**config.mk**
```make
export PLATFORM = sky130hd
export DESIGN_NAME = c8rs_register_set
export DESIGN_NICKNAME = d
export VERILOG_FILES = /design/src/c8rs_pkg.sv /design/src/c8rs_mul.sv /design/src/c8rs_register_set.sv /design/src/c8rs_stack_ram.sv
export SDC_FILE = /design/constraint.sdc
export NUM_CORES = 1
export LEC_CHECK = 0
export ABC_CLOCK_PERIOD_IN_PS = 3600
export BUFFER_PORTS_ARGS = -buffer_cell sky130_fd_sc_hd__buf_2
export CORE_UTILIZATION = 35
export CTS_CLUSTER_SIZE = 14
export DETAILED_ROUTE_END_ITERATION = 7
export PLACE_DENSITY = 0.52
export SETUP_SLACK_MARGIN = 0.3
export SYNTH_ARGS = -nofsm -noshare
export SYNTH_HDL_FRONTEND = slang
export SYNTH_SLANG_ARGS = --single-unit
```
**constraint.sdc**
```tcl
create_clock -name clk -period 3.6 [get_ports clk]
set_input_delay 0.72 -clock clk [delete_from_list [all_inputs] [get_ports clk]]
set_output_delay 0.72 -clock clk [all_outputs]
set_load 0.05 [all_outputs]
```
**src/c8rs_pkg.sv**
```systemverilog
// Shared constants and types of the CPU register set.
`default_nettype none
package c8rs_pkg;
   // Flag positions inside the condition flags byte.
   localparam int unsigned FLG_C = 0;
   localparam int unsigned FLG_Z = 1;
   localparam int unsigned FLG_N = 2;
   localparam int unsigned FLG_I = 3;
   localparam int unsigned FLG_H = 4;
   localparam logic [2:0]  FLG_UPPER_ONES = 3'h7;
   localparam logic [4:0]  FLG_RESET      = 5'h08;
   // Stack page and top of stack.
   localparam logic [6:0]  STK_PAGE_BITS  = 7'h03;
   localparam logic [5:0]  STK_TOP        = 6'h3F;
   localparam logic [2:0]  PC_UPPER_ZERO  = 3'h0;
   localparam logic [7:0]  IX0_HIGH       = 8'h00;
   localparam logic [2:0]  PUSH_CALL      = 3'h2;
   localparam logic [2:0]  PUSH_IRQ       = 3'h5;
   localparam logic [2:0]  PULL_RET_TOP   = 3'h1;
   localparam logic [2:0]  PULL_IRQ_TOP   = 3'h4;
   localparam int unsigned MUL_CYCLES     = 11;
   // Control port byte offsets.
   localparam logic [7:0]  REG_CMD        = 8'h00;
   localparam logic [7:0]  REG_OPND       = 8'h04;
   localparam logic [7:0]  REG_ACC        = 8'h08;
   localparam logic [7:0]  REG_IDX        = 8'h0C;
   localparam logic [7:0]  REG_STACK      = 8'h10;
   localparam logic [7:0]  REG_PC         = 8'h14;
   localparam logic [7:0]  REG_FLAGS      = 8'h18;
   localparam logic [7:0]  REG_EA         = 8'h1C;
   localparam logic [7:0]  REG_STATUS     = 8'h20;

   typedef enum logic [4:0] {
      op_nop, op_load_acc, op_load_idx, op_add, op_add_carry, op_sub,
      op_and, op_or, op_xor, op_shift_left, op_shift_right, op_rot_left,
      op_rot_right, op_acc_to_idx, op_idx_to_acc, op_clear_carry,
      op_set_carry, op_clear_mask, op_set_mask, reload_stack_top_op,
      op_fetch, op_jump, op_subr_call, op_subr_return,
      return_from_interrupt_op, product_op, op_index_none, op_index_off8,
      op_index_off16, op_bit_test
   } c8rs_op_t;

   typedef enum logic [1:0] {st_idle, st_push, st_pull, st_mul} c8rs_state_t;
endpackage
`default_nettype wire

```
**src/c8rs_mul.sv**
```systemverilog
// Unsigned 8 by 8 multiplier built from add and shift steps.
`default_nettype none
module c8rs_mul #(
   parameter int unsigned CYCLES = c8rs_pkg::MUL_CYCLES
) (
   input  wire logic        clk,
   input  wire logic        resetn,
   input  wire logic        start,
   input  wire logic [7:0]  mcand,
   input  wire logic [7:0]  mplier,
   output logic             done,
   output logic      [15:0] product
);
   if (CYCLES < 9 || CYCLES > 15)
   begin : g_bad_cycles
      $error("c8rs_mul: CYCLES must be 9..15");
   end

   typedef struct packed {
      logic [3:0]  cnt;
      logic [7:0]  mc;
      logic [16:0] p;
   } c8rs_mul_st_t;

   c8rs_mul_st_t s;
   c8rs_mul_st_t n;
   logic [8:0]   part;

   // One add and shift per step over the first eight cycles.
   always_comb
   begin
      n = s;
      part = {1'b0, s.p[15:8]} + (s.p[0] ? {1'b0, s.mc} : 9'h000);
      if (start)
      begin
         n.cnt = 4'h1;
         n.mc = mcand;
         n.p = {9'h000, mplier};
      end
      else if (s.cnt != 4'h0)
      begin
         if (s.cnt <= 4'h8)
         begin
            n.p = {1'b0, part, s.p[7:1]};
         end
         n.cnt = (s.cnt == 4'(CYCLES)) ? 4'h0 : 4'(s.cnt + 4'h1);
      end
   end

   always_ff @(posedge clk or negedge resetn)
   begin
      if (!resetn)
      begin
         s <= '0;
      end
      else
      begin
         s <= n;
      end
   end

   assign done = (s.cnt == 4'(CYCLES));
   assign product = s.p[15:0];
endmodule // c8rs_mul
`default_nettype wire

```
**src/c8rs_register_set.sv**
```systemverilog
// Programmer-visible register set of an 8-bit CPU with a control port.
// Notes on behaviour
// - Accumulator is 8-bit operand and result register.
// - No-offset index address is zero high byte.
// - Eight-bit offset address is index plus offset.
// - Sixteen-bit offset address is index plus offset.
// - Reset and reload op set stack top.
// - Push decrements, pull increments the stack pointer.
// - Stack addresses fixed upper bits, 64-byte page.
// - Stack pointer wraps silently within its page.
// - Call pushes two bytes, interrupt pushes five.
// - Program counter 13 bits, upper three zero.
// - Counter advances per fetch; jumps load target.
// - Five flag bits, upper three read one.
// - Half-carry is carry out of bit three.
// - Set mask blocks timer and external interrupts.
// - Mask set after stacking, in the same cycle as vector load.
// - Masked requests stay pending until mask clears.
// - Interrupt return restores all stacked registers.
// - Reset sets mask; only instructions clear it.
// - CPU registers are outside the memory map.
// - Unsigned eight by eight multiply supported.
// - Negative flag copies result bit seven.
// - Zero flag set on zero result.
// - Carry from bit seven, shifts, bit tests.
// - Multiply takes eleven cycles, eight of them add/shift.
//
// The address map and the Wishbone register port are this design's own decisions.
`default_nettype none
module c8rs_register_set #(
   parameter logic [12:0] VEC_TIMER = 13'h1000,
   parameter logic [12:0] VEC_EXT   = 13'h1002
) (
   input  wire logic        clk,
   input  wire logic        resetn,
   input  wire logic        wb_cyc_i,
   input  wire logic        wb_stb_i,
   input  wire logic        wb_we_i,
   input  wire logic [7:0]  wb_adr_i,
   input  wire logic [3:0]  wb_sel_i,
   input  wire logic [31:0] wb_dat_i,
   output logic      [31:0] wb_dat_o,
   output logic             wb_ack_o,
   input  wire logic        irq_timer,
   input  wire logic        irq_ext,
   output logic      [15:0] stack_addr,
   output logic      [15:0] prog_addr
);
   typedef struct packed {
      logic [7:0]          acc;
      logic [7:0]          idx;
      logic [5:0]          stack_ptr;
      logic [12:0]         program_counter;
      logic [4:0]          condition_flags;
      logic [15:0]         ea;
      logic [15:0]         opnd;
      c8rs_pkg::c8rs_state_t state;
      logic [2:0]          cnt;
      logic [2:0]          nbytes;
      logic                irq_entry;
      logic                vec_ext;
      logic                phase;
      logic [1:0]          pend;
      logic                ack;
      logic [31:0]         rdat;
   } c8rs_core_st_t;

   c8rs_core_st_t       s;
   c8rs_core_st_t       n;
   c8rs_pkg::c8rs_op_t  cmd_op;
   logic                wr;
   logic                cmd_go;
   logic                irq_take;
   logic [1:0]          take_mask;
   logic [31:0]         rd_value;
   logic                ram_we;
   logic [5:0]          ram_addr;
   logic [7:0]          ram_wdata;
   logic [7:0]          ram_rdata;
   logic                mul_start;
   logic                mul_done;
   logic [15:0]         mul_product;
   logic [8:0]          sum9;
   logic [4:0]          nib;
   logic                cin;
   logic [7:0]          nz_val;
   logic                nz_upd;
   logic [7:0]          opb;

   // Byte order on the stack, lowest index pushed first.
   function automatic logic [7:0] push_byte(input logic [2:0] i, input c8rs_core_st_t x);
      case (i)
         3'h0: push_byte = x.program_counter[7:0];
         3'h1: push_byte = {c8rs_pkg::PC_UPPER_ZERO, x.program_counter[12:8]};
         3'h2: push_byte = x.idx;
         3'h3: push_byte = x.acc;
         default: push_byte = {c8rs_pkg::FLG_UPPER_ONES, x.condition_flags};
      endcase
   endfunction

   c8rs_stack_ram #(
      .AW    (6),
      .DW    (8)
   ) u_stack (
      .clk   (clk),
      .we    (ram_we),
      .addr  (ram_addr),
      .wdata (ram_wdata),
      .rdata (ram_rdata)
   );

   c8rs_mul #(
      .CYCLES  (c8rs_pkg::MUL_CYCLES)
   ) u_mul (
      .clk     (clk),
      .resetn  (resetn),
      .start   (mul_start),
      .mcand   (s.acc),
      .mplier  (s.idx),
      .done    (mul_done),
      .product (mul_product)
   );

   // The control port is private to this block; the CPU bus never decodes it.
   assign wr = wb_cyc_i & wb_stb_i & wb_we_i & s.ack;
   assign cmd_op = c8rs_pkg::c8rs_op_t'(wb_dat_i[4:0]);
   assign cmd_go = wr && (wb_adr_i == c8rs_pkg::REG_CMD) && wb_sel_i[0]
                   && (s.state == c8rs_pkg::st_idle);
   assign irq_take = (s.state == c8rs_pkg::st_idle) && !cmd_go
                     && !s.condition_flags[c8rs_pkg::FLG_I] && (s.pend != 2'b00);
   assign take_mask = !irq_take ? 2'b00 : (s.pend[1] ? 2'b10 : 2'b01);
   assign mul_start = cmd_go && (cmd_op == c8rs_pkg::product_op);
   assign opb = s.opnd[7:0];

   assign ram_we = (s.state == c8rs_pkg::st_push);
   assign ram_addr = (s.state == c8rs_pkg::st_pull) ? 6'(s.stack_ptr + 6'h01)
                     : s.stack_ptr;
   assign ram_wdata = push_byte(s.cnt, s);

   always_comb
   begin
      case (wb_adr_i)
         c8rs_pkg::REG_OPND:   rd_value = {16'h0000, s.opnd};
         c8rs_pkg::REG_ACC:    rd_value = {24'h000000, s.acc};
         c8rs_pkg::REG_IDX:    rd_value = {24'h000000, s.idx};
         c8rs_pkg::REG_STACK:
            rd_value = {19'h00000, c8rs_pkg::STK_PAGE_BITS, s.stack_ptr};
         c8rs_pkg::REG_PC:
            rd_value = {16'h0000, c8rs_pkg::PC_UPPER_ZERO, s.program_counter};
         c8rs_pkg::REG_FLAGS:
            rd_value = {24'h000000, c8rs_pkg::FLG_UPPER_ONES, s.condition_flags};
         c8rs_pkg::REG_EA:     rd_value = {16'h0000, s.ea};
         c8rs_pkg::REG_STATUS:
            rd_value = {29'h00000000, s.pend, s.state != c8rs_pkg::st_idle};
         default:              rd_value = 32'h00000000;
      endcase
   end

   always_comb
   begin
      n = s;
      sum9 = 9'h000;
      nib = 5'h00;
      cin = 1'b0;
      nz_val = 8'h00;
      nz_upd = 1'b0;
      n.ack = wb_cyc_i & wb_stb_i & ~s.ack;
      if (n.ack)
      begin
         n.rdat = rd_value;
      end
      n.pend = (s.pend & ~take_mask) | {irq_ext, irq_timer};
      if (wr && (wb_adr_i == c8rs_pkg::REG_OPND))
      begin
         if (wb_sel_i[0]) n.opnd[7:0] = wb_dat_i[7:0];
         if (wb_sel_i[1]) n.opnd[15:8] = wb_dat_i[15:8];
      end
      case (s.state)
         c8rs_pkg::st_idle:
         begin
            if (cmd_go)
            begin
               case (cmd_op)
                  c8rs_pkg::op_load_acc:
                  begin
                     n.acc = opb;
                     nz_val = opb;
                     nz_upd = 1'b1;
                  end
                  c8rs_pkg::op_load_idx:
                  begin
                     n.idx = opb;
                     nz_val = opb;
                     nz_upd = 1'b1;
                  end
                  c8rs_pkg::op_add, c8rs_pkg::op_add_carry:
                  begin
                     cin = (cmd_op == c8rs_pkg::op_add_carry)
                           & s.condition_flags[c8rs_pkg::FLG_C];
                     sum9 = {1'b0, s.acc} + {1'b0, opb} + {8'h00, cin};
                     nib = {1'b0, s.acc[3:0]} + {1'b0, opb[3:0]} + {4'h0, cin};
                     n.acc = sum9[7:0];
                     n.condition_flags[c8rs_pkg::FLG_C] = sum9[8];
                     n.condition_flags[c8rs_pkg::FLG_H] = nib[4];
                     nz_val = sum9[7:0];
                     nz_upd = 1'b1;
                  end
                  c8rs_pkg::op_sub:
                  begin
                     sum9 = {1'b0, s.acc} - {1'b0, opb};
                     n.acc = sum9[7:0];
                     n.condition_flags[c8rs_pkg::FLG_C] = sum9[8];
                     nz_val = sum9[7:0];
                     nz_upd = 1'b1;
                  end
                  c8rs_pkg::op_and, c8rs_pkg::op_or, c8rs_pkg::op_xor:
                  begin
                     if (cmd_op == c8rs_pkg::op_and) nz_val = s.acc & opb;
                     else if (cmd_op == c8rs_pkg::op_or) nz_val = s.acc | opb;
                     else nz_val = s.acc ^ opb;
                     n.acc = nz_val;
                     nz_upd = 1'b1;
                  end
                  c8rs_pkg::op_shift_left, c8rs_pkg::op_rot_left:
                  begin
                     nz_val = {s.acc[6:0], (cmd_op == c8rs_pkg::op_rot_left)
                               & s.condition_flags[c8rs_pkg::FLG_C]};
                     n.condition_flags[c8rs_pkg::FLG_C] = s.acc[7];
                     n.acc = nz_val;
                     nz_upd = 1'b1;
                  end
                  c8rs_pkg::op_shift_right, c8rs_pkg::op_rot_right:
                  begin
                     nz_val = {(cmd_op == c8rs_pkg::op_rot_right)
                               & s.condition_flags[c8rs_pkg::FLG_C], s.acc[7:1]};
                     n.condition_flags[c8rs_pkg::FLG_C] = s.acc[0];
                     n.acc = nz_val;
                     nz_upd = 1'b1;
                  end
                  c8rs_pkg::op_acc_to_idx: n.idx = s.acc;
                  c8rs_pkg::op_idx_to_acc: n.acc = s.idx;
                  c8rs_pkg::op_clear_carry: n.condition_flags[c8rs_pkg::FLG_C] = 1'b0;
                  c8rs_pkg::op_set_carry: n.condition_flags[c8rs_pkg::FLG_C] = 1'b1;
                  c8rs_pkg::op_clear_mask: n.condition_flags[c8rs_pkg::FLG_I] = 1'b0;
                  c8rs_pkg::op_set_mask: n.condition_flags[c8rs_pkg::FLG_I] = 1'b1;
                  c8rs_pkg::reload_stack_top_op: n.stack_ptr = c8rs_pkg::STK_TOP;
                  c8rs_pkg::op_fetch:
                     n.program_counter = 13'(s.program_counter + 13'h0001);
                  c8rs_pkg::op_jump: n.program_counter = s.opnd[12:0];
                  c8rs_pkg::op_subr_call:
                  begin
                     n.state = c8rs_pkg::st_push;
                     n.cnt = 3'h0;
                     n.nbytes = c8rs_pkg::PUSH_CALL;
                     n.irq_entry = 1'b0;
                  end
                  c8rs_pkg::op_subr_return, c8rs_pkg::return_from_interrupt_op:
                  begin
                     n.state = c8rs_pkg::st_pull;
                     n.phase = 1'b0;
                     n.cnt = (cmd_op == c8rs_pkg::op_subr_return)
                             ? c8rs_pkg::PULL_RET_TOP : c8rs_pkg::PULL_IRQ_TOP;
                  end
                  c8rs_pkg::product_op: n.state = c8rs_pkg::st_mul;
                  c8rs_pkg::op_index_none: n.ea = {c8rs_pkg::IX0_HIGH, s.idx};
                  c8rs_pkg::op_index_off8:
                     n.ea = {8'h00, s.idx} + {8'h00, opb};
                  c8rs_pkg::op_index_off16: n.ea = {8'h00, s.idx} + s.opnd;
                  c8rs_pkg::op_bit_test:
                     n.condition_flags[c8rs_pkg::FLG_C] = opb[s.opnd[10:8]];
                  default: n.state = c8rs_pkg::st_idle;
               endcase
            end
            else if (irq_take)
            begin
               n.state = c8rs_pkg::st_push;
               n.cnt = 3'h0;
               n.nbytes = c8rs_pkg::PUSH_IRQ;
               n.irq_entry = 1'b1;
               n.vec_ext = s.pend[1];
            end
         end
         c8rs_pkg::st_push:
         begin
            n.stack_ptr = 6'(s.stack_ptr - 6'h01);
            n.cnt = 3'(s.cnt + 3'h1);
            if (s.cnt == 3'(s.nbytes - 3'h1))
            begin
               n.state = c8rs_pkg::st_idle;
               if (s.irq_entry)
               begin
                  n.condition_flags[c8rs_pkg::FLG_I] = 1'b1;
                  n.program_counter = s.vec_ext ? VEC_EXT : VEC_TIMER;
               end
               else
               begin
                  n.program_counter = s.opnd[12:0];
               end
            end
         end
         c8rs_pkg::st_pull:
         begin
            n.phase = ~s.phase;
            if (!s.phase)
            begin
               n.stack_ptr = 6'(s.stack_ptr + 6'h01);
            end
            else
            begin
               case (s.cnt)
                  3'h0: n.program_counter[7:0] = ram_rdata;
                  3'h1: n.program_counter[12:8] = ram_rdata[4:0];
                  3'h2: n.idx = ram_rdata;
                  3'h3: n.acc = ram_rdata;
                  default: n.condition_flags = ram_rdata[4:0];
               endcase
               n.cnt = 3'(s.cnt - 3'h1);
               if (s.cnt == 3'h0)
               begin
                  n.state = c8rs_pkg::st_idle;
               end
            end
         end
         c8rs_pkg::st_mul:
         begin
            if (mul_done)
            begin
               n.acc = mul_product[7:0];
               n.idx = mul_product[15:8];
               n.condition_flags[c8rs_pkg::FLG_H] = 1'b0;
               n.condition_flags[c8rs_pkg::FLG_C] = 1'b0;
               n.state = c8rs_pkg::st_idle;
            end
         end
         default: n.state = c8rs_pkg::st_idle;
      endcase
      if (nz_upd)
      begin
         n.condition_flags[c8rs_pkg::FLG_N] = nz_val[7];
         n.condition_flags[c8rs_pkg::FLG_Z] = (nz_val == 8'h00);
      end
   end

   always_ff @(posedge clk or negedge resetn)
   begin
      if (!resetn)
      begin
         s <= '0;
         s.stack_ptr <= c8rs_pkg::STK_TOP;
         s.condition_flags <= c8rs_pkg::FLG_RESET;
      end
      else
      begin
         s <= n;
      end
   end

   assign wb_ack_o = s.ack;
   assign wb_dat_o = s.rdat;
   assign stack_addr = {3'h0, c8rs_pkg::STK_PAGE_BITS, s.stack_ptr};
   assign prog_addr = {c8rs_pkg::PC_UPPER_ZERO, s.program_counter};
endmodule // c8rs_register_set
`default_nettype wire

```
**src/c8rs_stack_ram.sv**
```systemverilog
// Stack page memory with registered read data.
`default_nettype none
module c8rs_stack_ram #(
   parameter int unsigned AW = 6,
   parameter int unsigned DW = 8
) (
   input  wire logic          clk,
   input  wire logic          we,
   input  wire logic [AW-1:0] addr,
   input  wire logic [DW-1:0] wdata,
   output logic      [DW-1:0] rdata
);
   if (AW < 1 || DW < 1)
   begin : g_bad_size
      $error("c8rs_stack_ram: bad size");
   end

   typedef struct packed {
      logic [(1<<AW)-1:0][DW-1:0] mem;
      logic [DW-1:0]              rd;
   } c8rs_ram_st_t;

   c8rs_ram_st_t s;
   c8rs_ram_st_t n;

   always_comb
   begin
      n = s;
      n.rd = s.mem[addr];
      if (we)
      begin
         n.mem[addr] = wdata;
      end
   end

   always_ff @(posedge clk)
   begin
      s <= n;
   end

   assign rdata = s.rd;
endmodule // c8rs_stack_ram
`default_nettype wire

```
==> impl_results.md, run 1 <==
- DRC Markers: 0
- Initial Util: 35.4%
- Most frequent cell after synthesis: edfxtp_1
- Vias in the first global route: 20100
- CP Data Arrival Time: 3.85 ns
- Core Area: between 80000 and 90000 um^2
- Final Hold Viols: 0
- Most area-hungry cell type in the Yosys netlist: edfxtp_1
- Worst-Skew Late Latency: ~0.63 ns
- Headroom to the max-slew limit: 23.4%
- Post-placement cell area: ~33000 um^2
- First-pass GRT wire length: 135000 um
- Slew @ Worst Pin: 1.13 ns
- Hold slack: 0.0944 ns
- Detail Placement HPWL: between 60000 and 70000 um
- Wirelength per Cell: around 25 um
- Placer congestion estimate: 0.932
- Setup TNS: 0 ns
- DR vias: 20000
- VDD IR max: 0.704 mV
- Max Slew Vio Count: 0
- Max FO, Critical Path: 2
- Total CTS buffers: 71
- Worst-path clk slew: 0.06 ns
- Max-cap violations: 0
- DRT Pass-1 Iters: 7
- Sequential-to-total area share from yosys stat: between 60 and 70%
- Largest net degree at the start of global routing: a little under 70
- Global route overflow: 0
- Hold Path Class: in -> async
- Final min period: 3.32 ns
- Chip width: 296 um
- Final Cell Area: 36000 um^2
- Pwr dens: 934 nW/um^2
- Antenna fix cells: 0
- Top FF cell, synth: edfxtp_1
- Post-layout util: between 40% and 50%
- Layout cell share with drive strength beyond 1: between 20% and 30%
- RSZ-0062 raised after global routing: yes
- Gr usage total: 20.8%
- Layout Nets: 2555
- Cts hold-fix bufs: 0
- Synth Register Bits: between 600 and 700
- Final Skew: 0.0352 ns
- Die area: 87700 um^2
- Post-DRT Antenna Nets: 0
- Met2 Usage GRT: 33.9%
- Row count: between 100 and 150
- Crit Path Class: reg -> reg
- Largest cells by area after synthesis: edfxtp_1, dfrtp_1, mux4_2, nand2_1, ha_1
- Post-synth ARST share: 19.8%
- IO buf count: a little under 70
- Leakage: around 0.013 uW
- Fillers: just under 8000
- Initial antenna violation count: 0
- CP startpoint kind: flop
- Synth Cell Area: 30300 um^2
- WP data required: 4.13 ns
- Peak Freq: between 0.3 and 0.4 GHz
- Grt met3 use: 2.81%
- TritonCTS Sinks: 648
- YS warnings: 0
- Most Used Layer, Global Route: met2
- Synth Area per Inst: ~14 um^2
- CTS tree: done
- CP Capture Type: flop
- Outcome: finished clean
- First DRT Iteration DRCs: 1813
- # setup viols final: 0
- Yosys top cell area share: just over 50%
- Synth-to-Final Area Change: 19.1%
- Distinct cells, synth: 78
- Post-synth EDFFs: 512
- Post-synth top cells: edfxtp_1, nand2_1, nor2_1
- Met1 usage: 28.4%
- CTS root buffer: clkbuf_16
- Final WL: 90800 um
- H-Tree Depth: 3
- Syn Inst Count: 2218
- Vias per std cell: 5.49
- Tcrit/Tclk final: 92.3%
- Die Y: 296 um
- Clock Path Buffers: 3
- Top Ports: 116
## power breakdown
group	total, uW	leakage (uW)	switching (uW)	internal [uW]
Combinational	15100	0.00564	9270	5870
Sequential	11100	0.00638	707	10300
Clock	7460	0.00116	3070	4390
## state kept, by name, summed over array words and instances, names as in the netlist
| signal | flops |
|---|---|
| u_mul.s | 12 |
| u_mul.product | 16 |
| wb_dat_o | 16 |
| opb | 8 |
| prog_addr | 13 |
| s | 56 |
| stack_addr | 6 |
| u_stack.s | 512 |
| u_stack.rdata | 8 |
| wb_ack_o | 1 |
## cell type report
type | instances | area (um^2) | share of cell area, %
multi-input combinational | 1358 | 10900 | 30.2
clock inverter | 42 | 503 | 1.40
timing repair buffer | 312 | 2420 | 6.72
clock buffer | 87 | 1880 | 5.21
tap | 1144 | 1430 | 3.97
sequential | 648 | 18700 | 52.0
inverter | 51 | 191 | 0.531
## metal layers
metal  vias up  wire (um)
met5         -          0
met4         0       3210
met3       164       4800
met2       637      43300
met1     10300      39400
li1       8862          -
## cells by family (layout without fill, tap and decap cells)
group,Yosys count,after routing,share of synthesized area [%]
other,2,29,0.0248
multiplexers,183,183,11.6
XOR/XNOR,47,47,1.36
adder cells (fa/ha/maj),63,63,2.72
AND/OR/NAND/NOR,603,603,9.08
buffers and inverters,239,492,3.81
flip-flops,648,648,61.9
AO/OA/AOI/OAI,433,433,9.51
## path summary, 6_finish.rpt
path	startpoint	to	slack (ns)	depth (start not counted)
max in group asynchronous	resetn	stack_addr[1]	2.73	2
worst min-delay path	resetn	wb_dat_o[8]	0.09	1
worst max register to register	s[78]	s[79]	0.28	10
worst min register to register	u_mul.s[24]	u_mul.s[24]	0.48	2
min in group clk	irq_ext	s[34]	0.30	2
worst max-delay path	s[78]	s[79]	0.28	10
## per-stage QoR
stage | setup slack [ns] | std cells | total power, uW
finish | 0.278 | 3642 | 33700
global route | 0.187 | 3642 | 35200
CTS | 0.240 | 3627 | 33600
detailed placement | -0.469 | 3495 | 25800
global placement | -0.468 | 3495 | 25600
floorplan | -0.412 | 2245 | 19800
## timing repair
| item | in CTS | in global routing |
|---|---|---|
| gates resized for setup | 21 | 12 |
| endpoints found under the setup margin | 81 | 286 |
| gates cloned | 1 | 0 |
| buffers inserted | 2 | 15 |
| pin swaps | 9 | 7 |
## critical path, cell delays in order, from the launching register on
cell and delay (ns):
dfrtp_1 0.38, nor2b_4 0.17, nand3_2 0.09, fa_2 0.39, fa_2 0.53, nor2_1 0.04, or4_4 0.44, a211o_1 0.24
or4_4 0.43, or4_4 0.42, o21ai_1 0.08
## cell usage in the layout (no fill, tap or decap), drive strengths merged, types with 11 or more instances in the layout
cell type,count
clkbuf,87
a221o,11
nor3,22
mux2,17
mux4,132
o31ai,15
a22o,24
a21oi,104
a211oi,17
conb,29
nor2b,16
mux2i,34
nand3,58
nand4,15
buf,311
a21o,16
inv,53
nor3b,11
and2,14
dfrtp,121
o21ai,99
nand2,246
xnor2,26
clkinv,29
a31oi,16
ha,57
a22oi,29
edfxtp,512
nor2,157
and3,17
nand2b,12
o22ai,11
xor2,21
a221oi,25
No activity file was read; power rests on OpenSTA's default activity.
==> run 2: changes to the inputs <==
Settings changed: PLACE_DENSITY 0.52 to default.
==> impl_results.md, run 2 (same netlist as run 1, synthesis figures left out) <==
- Outcome: finished clean
- Global route overflow: 0
- Initial Util: 35.4%
- Initial antenna violation count: 0
- Detail Placement HPWL: 59700 um
- Placed cells: around 3500
- Layout Nets: 2543
- Final Hold Viols: 0
- Antenna fix cells: 0
- Wirelength per Cell: 24.5 um
- Power Internal: 20300 uW
- First-pass GRT wire length: roughly 130000 um
- Switch Pwr: 13300 uW
- Post-layout util: 42.0%
- CTS tree: done
- Sw Ratio: 39.6%
- Clock power share: 21.8%
- Final WL: ~89000 um
- Max FFs per register: 512
- Cts hold-fix bufs: 0
- Final min period: 3.37 ns
- Hold Path Class: in -> async
- Headroom to the max-slew limit: 29.9%
- # setup viols final: 0
- IO buf count: 68
- Total CTS buffers: 70
- CTS root buffer: clkbuf_16
- DRT Pass-1 Iters: 8
- Crit Path Class: reg -> reg
- Commonest non-fill, non-tap cell in the layout: edfxtp_1
- Top Ports: 116
- Max Slew Vio Count: 0
- Non-Filler Instances: 3627
- Design Power: about 34000 uW
- Worst R2R Path Depth: 10
- Clock Path Buffers: 3
- H-Tree Depth: 3
- FF-to-FF Start: s[78]
- Register share of total power: 33.0%
- Worst-path clk slew: 0.06 ns
- CP Data Arrival Time: 3.90 ns
- Final Skew: roughly 0.035 ns
- DRC Markers: 0
- Largest net degree at the start of global routing: between 80 and 90
- Chip width: just under 300 um
- Most frequent cells in the layout: edfxtp_1, nand2_1, buf_4
- Setup TNS: 0 ns
- Die Y: 296 um
- Post-DRT Antenna Nets: 0
- Die area: 87700 um^2
- Core Area: approximately 85000 um^2
- Top reg by flops: u_stack.s
- Peak Freq: 0.297 GHz
- First DRT Iteration DRCs: 2144
- CP Launch Point: s[78]
- Worst-Skew Late Latency: approximately 0.63 ns
- Vias per std cell: 5.60
- Max-cap violations: 0
- VDD IR max: 0.757 mV
- CP startpoint kind: flop
- Row count: 107
- Max FO, Critical Path: 2
- CP Capture Type: flop
- RSZ-0062 raised after global routing: yes
- Slew @ Worst Pin: around 1.0 ns
- Leakage: roughly 0.013 uW
- Gr usage total: 20.3%
- Pwr dens: 936 nW/um^2
- DR vias: between 20000 and 25000
- Vias in the first global route: 20300
- WP data required: ~4.1 ns
- Placer congestion estimate: 0.942
- Layout cell share with drive strength beyond 1: 25.7%
- Synth-to-Final Area Change: 18.5%
- Logic pwr share: a little under half
- Tcrit/Tclk final: 93.6%
- Hold slack: 0.0218 ns
- TritonCTS Sinks: between 600 and 700
- Largest registers: u_stack.s x512, s x56
- Fillers: 7838
==> run 2: power groups by stage <==
| stage | sequential, uW | combinational, uW | clock, uW |
|---|---|---|---|
| final | 11100 | 15200 | 7330 |
| after global routing | 11100 | 16100 | 7710 |
| after CTS | 11000 | 15100 | 7430 |
| after detailed placement | 11200 | 14600 | 0 |
| after global placement | 11200 | 14300 | 0 |
| after floorplan | 11000 | 8880 | 0 |
==> run 2: path summary, 6_finish.rpt <==
path | to | slack [ns]
setup / recovery | s[79] | 0.23
hold / removal | opb[6] | 0.02
setup reg to reg | s[79] | 0.23
hold reg to reg | s[76] | 0.48
max in group asynchronous | s[113] | 2.65
min in group clk | s[34] | 0.30
==> run 2: what timing repair did <==
| item | in CTS | in global routing |
|---|---|---|
| cloned | 2 | 0 |
| pin swaps | 6 | 9 |
| gates resized for setup | 12 | 22 |
| setup endpoints to repair | 49 | 68 |
| setup buffers | 10 | 2 |
==> run 2: through the flow <==
| step | setup WS, ns | cell area (um^2) |
|---|---|---|
| floorplan | -0.412 | 30600 |
| detailed placement | -0.530 | 33200 |
| global route | 0.141 | 35900 |
| CTS | 0.179 | 35800 |
| global placement | -0.471 | 33200 |
| finish | 0.232 | 35900 |
==> run 2: layout make-up <==
type                    count  area (um^2)  area share, %
flip-flops and latches    648        18700           52.3
multi-input cells        1358        10900           30.3
repair buffers            301         2290           6.38
clock buffers              85         1880           5.24
well taps                1144         1430           3.99
clock inverters            40          475           1.33
inverters                  51          191          0.534
==> run 2: critical path, stage by stage (launching register included) <==
cell and delay, ns:
dfrtp_1 0.36, nor2b_4 0.17, nand3_2 0.09, fa_2 0.41, fa_2 0.53, nor2_1 0.05
or4_4 0.43, a211o_1 0.24, or4_4 0.49, or4_4 0.42, o21ai_1 0.09
==> run 2: metal layers <==
layer,wire (um),vias up,global-route usage (%)
met2,42100,930,32.8
met5,0,-,0
met4,3310,0,7.37
met1,37400,10300,27.8
met3,6020,178,2.93
li1,-,8845,-
